## src/pkg/lcgs_regs.vh

```
// Purpose: Register map and field positions of the gate source select block
// Assumes: Avalon-MM word addressing in bytes, 32-bit data
// Notes: Gate 1 uses the low byte, gate 2 the high byte
`ifndef LCGS_REGS_VH
`define LCGS_REGS_VH
`define LCGS_ADDR_W 4
`define LCGS_OFS_SEL_LOW 4'h0
`define LCGS_OFS_POLARITY 4'h4
`define LCGS_OFS_STATUS 4'h8
`define LCGS_SEL_RESET 16'h0000
`define LCGS_POL_RESET 2'h0
`define LCGS_GATE1_LSB 0
`define LCGS_GATE2_LSB 8
`define LCGS_NUM_SRC 4
`endif

```

## src/lcgs_gate.v

```verilog
// Purpose: One input gate: OR of enabled true and inverted source signals
// Assumes: Enable byte holds per source an inverted bit (even) and a true bit (odd)
// Notes: Purely combinational; the caller registers the result
`timescale 1ns/100ps
module lcgs_gate #(
   parameter NUM_SRC = 4
) (
   input wire [NUM_SRC-1:0] src,
   input wire [2*NUM_SRC-1:0] enables,
   input wire polarity_invert,
   output wire gate_out
);
   wire [2*NUM_SRC-1:0] terms;
   genvar i;
   generate
      for (i = 0; i < NUM_SRC; i = i + 1) begin : g_src
         // Complement supplied per source
         assign terms[2*i] = enables[2*i] & ~src[i];
         assign terms[2*i+1] = enables[2*i+1] & src[i];
      end
   endgenerate
   // With nothing enabled the OR is zero, so polarity alone picks the level
   assign gate_out = (|terms) ^ polarity_invert;
endmodule

```

## src/lcgs_top.v

```verilog
// Purpose: Gate source select for gates 1 and 2 with Avalon-MM register access
// Assumes: Source inputs synchronous to clock
// Notes: Gate outputs are registered, one cycle after the sources
//
// Register access over Avalon-MM and the register addresses were decided locally.
`timescale 1ns/100ps
`include "lcgs_regs.vh"
module lcgs_top #(
   parameter NUM_SRC = `LCGS_NUM_SRC
) (
   input wire clock,
   input wire rst_n,
   input wire [`LCGS_ADDR_W-1:0] avs_address,
   input wire avs_read,
   input wire avs_write,
   input wire [31:0] avs_writedata,
   input wire [3:0] avs_byteenable,
   output wire avs_waitrequest,
   output reg [31:0] avs_readdata,
   input wire [NUM_SRC-1:0] src,
   output reg gate1_out,
   output reg gate2_out
);
   ////////////////////////////////////////////////////////////////////////////
   reg rst_meta_r;
   reg rst_sync_r;
   always @(posedge clock or negedge rst_n) begin
      if (!rst_n) begin
         rst_meta_r <= 1'b0;
         rst_sync_r <= 1'b0;
      end else begin
         rst_meta_r <= 1'b1;
         rst_sync_r <= rst_meta_r;
      end
   end
   wire rst_int_n = rst_sync_r;
   ////////////////////////////////////////////////////////////////////////////
   // One wait cycle per access gives read data a register stage
   reg ack_r;
   wire req = avs_read | avs_write;
   assign avs_waitrequest = req & ~ack_r;
   reg [15:0] sel_r;
   reg [1:0] pol_r;
   wire g1_nxt;
   wire g2_nxt;
   always @(posedge clock or negedge rst_int_n) begin
      if (!rst_int_n) begin
         ack_r <= 1'b0;
         sel_r <= `LCGS_SEL_RESET;
         pol_r <= `LCGS_POL_RESET;
         avs_readdata <= 32'h00000000;
      end else begin
         ack_r <= req & ~ack_r;
         // Write lands at the edge where the master sees waitrequest low
         if (avs_write & ack_r) begin
            if (avs_address == `LCGS_OFS_SEL_LOW) begin
               if (avs_byteenable[0])
                  sel_r[7:0] <= avs_writedata[7:0];
               if (avs_byteenable[1])
                  sel_r[15:8] <= avs_writedata[15:8];
            end else if (avs_address == `LCGS_OFS_POLARITY && avs_byteenable[0]) begin
               pol_r <= avs_writedata[1:0];
            end
         end
         if (avs_read & ~ack_r) begin
            case (avs_address)
               `LCGS_OFS_SEL_LOW: avs_readdata <= {16'h0000, sel_r};
               `LCGS_OFS_POLARITY: avs_readdata <= {30'h00000000, pol_r};
               `LCGS_OFS_STATUS: avs_readdata <= {30'h00000000, gate2_out, gate1_out};
               default: avs_readdata <= 32'h00000000;
            endcase
         end
      end
   end
   ////////////////////////////////////////////////////////////////////////////
   lcgs_gate #(.NUM_SRC(NUM_SRC)) u_gate1 (
      .src(src),
      .enables(sel_r[`LCGS_GATE1_LSB +: 2*NUM_SRC]),
      .polarity_invert(pol_r[0]),
      .gate_out(g1_nxt)
   );
   lcgs_gate #(.NUM_SRC(NUM_SRC)) u_gate2 (
      .src(src),
      .enables(sel_r[`LCGS_GATE2_LSB +: 2*NUM_SRC]),
      .polarity_invert(pol_r[1]),
      .gate_out(g2_nxt)
   );
   always @(posedge clock or negedge rst_int_n) begin
      if (!rst_int_n) begin
         gate1_out <= 1'b0;
         gate2_out <= 1'b0;
      end else begin
         gate1_out <= g1_nxt;
         gate2_out <= g2_nxt;
      end
   end
endmodule

```

## config.mk

```make
export PLATFORM = sky130hd
export DESIGN_NAME = lcgs_top
export DESIGN_NICKNAME = d
export VERILOG_FILES = /design/src/lcgs_gate.v /design/src/lcgs_top.v
export VERILOG_INCLUDE_DIRS = /design/src /design/src/pkg
export SDC_FILE = /design/constraint.sdc
export NUM_CORES = 1
export LEC_CHECK = 0
export ABC_AREA = 1
export BUFFER_PORTS_ARGS = -buffer_cell sky130_fd_sc_hd__buf_2
export CAP_MARGIN = 5
export CORE_ASPECT_RATIO = 0.7
export CORE_MARGIN = 2
export CORE_UTILIZATION = 47
export CTS_CLUSTER_DIAMETER = 30
export CTS_CLUSTER_SIZE = 25
export DETAILED_ROUTE_END_ITERATION = 7
export PLACE_DENSITY = 0.87
export SLEW_MARGIN = 20
export SYNTH_ARGS = -nofsm -noshare
export SYNTH_HDL_FRONTEND = slang
export SYNTH_SLANG_ARGS = --single-unit
```

## constraint.sdc

```tcl
create_clock -name clock -period 1.3 [get_ports clock]
set_input_delay 0.13 -clock clock [delete_from_list [all_inputs] [get_ports clock]]
set_output_delay 0.13 -clock clock [all_outputs]
set_load 0.1 [all_outputs]
```

-- Yosys cells after proc, flatten, opt, wreduce, memory -nomap -nowiden
Cells that the tools add are included.
- logic and storage cells: 47
- input bits: 48
- register bits: 55
- muxes and demuxes: 1
- equality and inequality tests: 2
- reduce and logical (&&, ||, !) cells: 7
- bitwise operators: 28
- operators with widths (kind ; number):
    $pmux 16 s3 ; 1
    $and 1x1->1 ; 19
    $reduce_or 8->1 ; 2
    $reduce_and 3->1 ; 3
    $not 1->1 ; 6
    $eq 4x3->1 const B ; 1
    $eq 4x4->1 const B ; 1
    $logic_not 4->1 ; 1
    $xor 1x1->1 ; 2
    $logic_and 1x1->1 ; 1
    $or 1x1->1 ; 1

-- Logic depth before layout (Yosys ltp)
Gate-level depths: netlist (run 1).
- depth after elaboration: 4
- gate-level depth with buffers: 7

-- Cells and area by module
From an unflattened synthesis (run 1), not the netlist that was laid out.
- cells, all modules: 238
- area total of the unflattened synthesis: 1954.4 um^2
- modules (own cells, without submodules) (module ; sequential area each (um^2) ; times used ; area an instance (um^2) ; cells an instance):
    lcgs_top ; 975.9 ; 1 ; 1769.2 ; 192
    lcgs_gate ; 0.0 ; 2 ; 92.6 ; 23

-- Worst setup path after synthesis (run 1)
No wires, ideal clock.
- path type: reg-to-reg
- from: reg ack_r
- to: reg ack_r
- path buffers: 1
- arrival: 1259 ps
- setup slack: -344 ps
- stages on the path, launching flop included: 5
- cells stage by stage: dfrtp_1 inv_1 nand2_2 buf_6 nand2_1
- longest elaborated chain between the ends: 2
- ends and longest elaborated chain (what ; line ; RTL):
    from (decl) ; lcgs_top.v:39 ; reg ack_r;
    from (signal assigned) ; lcgs_top.v:53 ; ack_r <= req & ~ack_r;
    $not 1->1 ; - ;
    $and 1x1->1 ; - ;
    net avs_waitrequest ; lcgs_top.v:18 ; output wire avs_waitrequest,
The timed path passes the listed nets, and every way through them passes these cells.
A chain may end at the register's enable or synchronous reset.

-- Worst setup path after layout (run 1)
- from: reg ack_r
- to: out avs_waitrequest
- longest elaborated chain between the ends: 2
- ends and longest elaborated chain (what ; line ; RTL):
    $not 1->1 ; lcgs_top.v:41 ; assign avs_waitrequest = req & ~ack_r;
    $and 1x1->1 ; lcgs_top.v:41 ;
    to (decl) ; lcgs_top.v:18 ;
No other way between the ends.

==> flow_summary.json, run 1 <==
{
  "outcome": "complete, no violations",
  "whs_ps": 37.1,
  "setup_viol": 0,
  "grt_start_max_net_pins": 38,
  "place_ws_ps": 164,
  "maxSlewViolCount": 0,
  "synth_area_um2": 1940,
  "utilization_pct": 58.4,
  "num_rows": 19,
  "rsz0062_at_grt": "false",
  "die_y_um": 57.8,
  "final_common_cell": "nand2_1",
  "clock_latency_ps": 290,
  "cp.arrival_ps": 1100,
  "ys_warn_count": 0,
  "place_area_um2": 2200,
  "p_sw_share_pct": 40.4,
  "cts_sinks": 39,
  "gr-total-overflow": 0,
  "cp-start-kind": "register",
  "skew_ps": 6.85,
  "dpl.cell_count": 324,
  "syn_inst": 225,
  "p_int_mw": 1.99,
  "portBuffers": 48,
  "die_w_um": 80.8,
  "routed_wl_um": 3920,
  "seq_area_frac_synth_pct": 50.3,
  "period_share_pct": 94.7,
  "fin_nets": 328,
  "diodes": 0,
  "maxCapViolCount": 0,
  "syn_area_per_cell_um2": 8.62,
  "grt_antenna_before_repair": 0,
  "max_freq_ghz": 0.812,
  "cts_tree": "done",
  "initial_core_util_pct": 49.2,
  "crit_buf_inv": 2,
  "period_minus_slack_ps": 1230,
  "hold_path_class": "input port to register",
  "final_cells": 332,
  "yosys.area.top_type": "dfrtp_1",
  "clockRootBuffer": "clkbuf_8",
  "vias_per_cell": 4.60,
  "crit_chain": "inv_2 > nand2_1 > nand2_4 > buf_12",
  "critical_path_class": "register to output port",
  "synth-seq-cells": 39,
  "power_switching_mw": 1.35,
  "core_area_um2": 3950,
  "first_pass_iters": 4,
  "gp_congestion": 0.830,
  "cts_setup_buffers": 0,
  "htree_levels": 2,
  "design_area_um2": 2300,
  "routedWlPerCell_um": 11.8,
  "ios": 83,
  "grtUsageTotal_pct": 18.6,
  "grt_pass1_vias": 1356,
  "mostFrequentLayoutCells": "83 x nand2_1, 47 x buf_2, 37 x dfrtp_1",
  "area.growth.synth_to_final_pct": 18.8,
  "dp_hpwl_um": 3000,
  "fin_ws_ps": 68.6,
  "crit_slowest_cell": "dfrtp_1",
  "drtIter0Drc": 54,
  "vias": 1526,
  "drive_gt1_share_pct": 32.9,
  "ys_types": 16,
  "cts_buffers": 5,
  "grt_pass1_wl_um": 6430,
  "yosysTopAreaCellShare_pct": 50.3,
  "hold_violations": 0,
  "ant_nets": 0,
  "p_leak_nw": 1.35,
  "p_comb_share_pct": 31.2,
  "drc": 0,
  "crit_required_ps": 1170,
  "p_clk_share_pct": 24.6,
  "ir_drop_mv": 1.00,
  "max_stage_delay_ps": 390,
  "fin_setup_tns_ps": 0,
  "clockBufferDepth": 2,
  "p_total_mw": 3.33,
  "n_fill_cell": 377,
  "seqPwrFrac_pct": 44.2,
  "crit_family": "flip-flops",
  "end_kind": "output port",
  "p_per_area_nw_per_um2": 1450,
  "ys_top_cells_by_area": "dfrtp_1 50%, nand2_1 16%, nand2_2 7.1%",
  "path_clk_slew_ps": 70,
  "path_max_fanout": 2,
  "die_area_um2": 4670
}
==> synthesized netlist by cell type (all sizes together) <==
cell type	count
buf	19
conb	2
dfrtp	39
inv	13
nand2	108
nand3	10
nor2	12
o21ai	22
==> power by group through the flow <==
stage               logic (mW)  clock network, mW  registers [mW]
floorplan                0.536                  0            1.81
global placement          1.02                  0            1.49
detailed placement        1.03                  0            1.50
CTS                       1.04              0.844            1.47
global route              1.11              0.911            1.49
finish                    1.04              0.819            1.47
==> area by class of cell <==
class,count,area [um2],share of cell area (%)
Inverter,13,48.8,2.12
Tap cell,52,65.1,2.82
Clock inverter,1,5.00,0.217
Timing Repair Buffer,52,300,13.0
Multi-Input combinational cell,169,825,35.8
Sequential cell,39,978,42.5
Clock buffer,6,82.6,3.58
==> flip-flops by register name, summed over array words and instances (netlist names) <==
register / count
ack_r: 1
avs_readdata: 16
gate1_out: 1
gate2_out: 1
pol_r: 2
rst_int_n: 1
rst_meta_r: 1
sel_r: 16
==> path summary, 6_finish.rpt <==
kind	start	to	cells past startpoint	slack [ps]
max reg2reg	ack_r	pol_r[1]	6	170
max in group asynchronous	rst_int_n	gate1_out	1	860
max	ack_r	avs_waitrequest	4	70
min reg2reg	rst_int_n	gate2_out	1	250
min	avs_writedata[3]	sel_r[3]	3	40
min in group asynchronous	rst_n	rst_meta_r	2	150
==> cell families after synthesis <==
group,Yosys count,synth area share (%)
simple gates,130,32.8
buf+inv,32,10.9
flops,39,50.3
other cells,2,0.387
compound gates,22,5.67
==> layer usage <==
layer / routed length, um / global-route usage (%) / up-vias
li1: - / - / 777
met1: 1860 / 27.0 / 689
met2: 1720 / 26.4 / 53
met3: 293 / 6.70 / 7
met4: 41 / 5.08 / 0
met5: 0 / 0 / -
==> repair_timing <==
| item | 4_1_cts | 5_1_grt |
|---|---|---|
| endpoints found under the hold margin | 2 | 0 |
| endpoints found under the setup margin | 0 | 1 |
| resized for setup | 0 | 3 |
| hold buffers | 1 | 0 |
==> tightest hold or removal path: stages <==
cell and delay [ps]:
buf_2 80, nand2_1 40, nand2_1 50
Note: power is estimated with default switching activity, not from simulation.
==> run 2, diff against run 1 <==
==> constraint.sdc (replaced) <==
create_clock -name clock -period 1.3 [get_ports clock]
set_input_delay 0 -clock clock [delete_from_list [all_inputs] [get_ports clock]]
set_output_delay 0 -clock clock [all_outputs]
set_load 0.1 [all_outputs]
==> flow_summary.json, run 2 (same netlist as run 1, synthesis figures left out) <==
{
  "outcome": "complete, no violations",
  "ios": 83,
  "grt_pass1_vias": 1567,
  "path_max_fanout": 10,
  "setup_viol": 0,
  "crit_required_ps": 1300,
  "cp.arrival_ps": 1250,
  "portBuffers": 48,
  "max_freq_ghz": 0.801,
  "grt_pass1_wl_um": 6820,
  "die_w_um": 80.8,
  "critical_path_class": "register to output port",
  "crit_start": "ack_r",
  "initial_core_util_pct": 49.2,
  "p_per_area_nw_per_um2": 1350,
  "grtUsageTotal_pct": 19.4,
  "top_regs": "avs_readdata: 16 flops, sel_r: 16 flops, pol_r: 2 flops",
  "final_common_cell": "nand2_1",
  "dp_hpwl_um": 3030,
  "clockRootBuffer": "clkbuf_8",
  "r2r_start": "ack_r",
  "diodes": 0,
  "cts_sinks": 39,
  "clockBufferDepth": 2,
  "met2WireLength_um": 1830,
  "mostFrequentLayoutCells": "83 x nand2_1, 47 x buf_2, 37 x dfrtp_1",
  "r2r_cells": 6,
  "drive_gt1_share_pct": 31.0,
  "fin_setup_tns_ps": 0,
  "cp-start-kind": "register",
  "die_area_um2": 4670,
  "maxCapViolCount": 0,
  "grt_antenna_before_repair": 0,
  "routedWlPerCell_um": 11.7,
  "cts_setup_buffers": 0,
  "place_area_um2": 2190,
  "vias": 1627,
  "die_y_um": 57.8,
  "endpoint": "avs_waitrequest",
  "p_leak_nw": 1.41,
  "area.growth.synth_to_final_pct": 27.7,
  "ant_nets": 0,
  "skew_ps": 3.82,
  "num_rows": 19,
  "maxSlewViolCount": 0,
  "routed-wl-met3_um": 273,
  "design_area_um2": 2480,
  "drc": 0,
  "path_clk_slew_ps": 70,
  "gp_congestion": 0.833,
  "highest_layer": "met4",
  "grt_start_max_net_pins": 25,
  "cts_tree": "done",
  "drtIter0Drc": 96,
  "rsz0062_at_grt": "false",
  "vias_per_cell": 4.62,
  "r2r-end": "pol_r[1]",
  "gr-total-overflow": 0,
  "fin_nets": 347,
  "core_area_um2": 3950,
  "clock_latency_ps": 300,
  "hold_violations": 0,
  "regToRegSetupSlack_ps": 170,
  "period_share_pct": 96.0,
  "ir_drop_mv": 0.968,
  "routed_wl_um": 4120,
  "hold_path_class": "input port to async pin",
  "htree_levels": 2,
  "m1WireLength_um": 1990,
  "cts_buffers": 5,
  "first_pass_iters": 4,
  "end_kind": "output port",
  "period_minus_slack_ps": 1250
}
run 2: cell count changes in the layout (fill, tap and decap cells not counted):
cell	change
dlygate4sd3_1	+17
clkbuf_8	-1
buf_4	+1
buf_12	-1
buf_6	+1
nor2_4	+1
clkbuf_1	+2
run 2: how the worst min path moves through the flow:
stage / cells after the start / end / from / slack (ps)
after global placement: 1 / rst_meta_r / rst_n / -210
after global routing: 2 / rst_meta_r / rst_n / 20
final: 2 / rst_int_n / rst_n / 10
after CTS: 2 / rst_meta_r / rst_n / 5
after detailed placement: 1 / rst_int_n / rst_n / -210
after floorplan: 0 / rst_int_n / rst_n / -300
run 2: cell type report:
cell class | count | area, um2
Fill cell | 353 | 1470
Sequential cell | 39 | 978
Multi-Input combinational cell | 170 | 836
Timing Repair Buffer | 70 | 469
Clock buffer | 7 | 76.3
Tap cell | 52 | 65.1
Inverter | 13 | 48.8
Clock inverter | 1 | 5.00
run 2: report_power, final:
part           total, mW  switching, mW  internal (mW)
Clock              0.790          0.414          0.376
Sequential          1.47          0.102           1.37
Combinational       1.09          0.852          0.237
Total               3.35           1.37           1.98
run 2: layer usage:
metal	vias up	global-route usage (%)
li1	815	-
met1	761	27.6
met2	47	29.6
met3	4	4.21
met4	0	7.26
met5	-	0
run 2: critical path, cell delays in order, from the launching register on:
cell and delay (ps):
dfrtp_1 390, inv_2 80, nand2_4 80, buf_6 150, nand2_4 70, buf_12 170
run 2: repair_timing:
action,CTS,global route
hold buffers,18,0
hold endpoints to repair,21,0
gates cloned,0,1
endpoints found under the setup margin,1,4
pin swaps,0,1
resized for setup,1,4
run 2: metrics by stage:
| stage | utilization (%) | hold slack [ps] | setup WS (ps) | total power, mW | std cells |
|---|---|---|---|---|---|
| after floorplan | - | -296 | 52.5 | 2.34 | 240 |
| after global placement | 55.6 | -213 | 172 | 2.50 | 325 |
| after detailed placement | 55.6 | -210 | 134 | 2.53 | 325 |
| after CTS | 62.3 | 4.51 | 4.39 | 3.37 | 351 |
| after global routing | 62.8 | 23.8 | 3.31 | 3.51 | 352 |
| final | 62.8 | 12.4 | 51.6 | 3.35 | 352 |
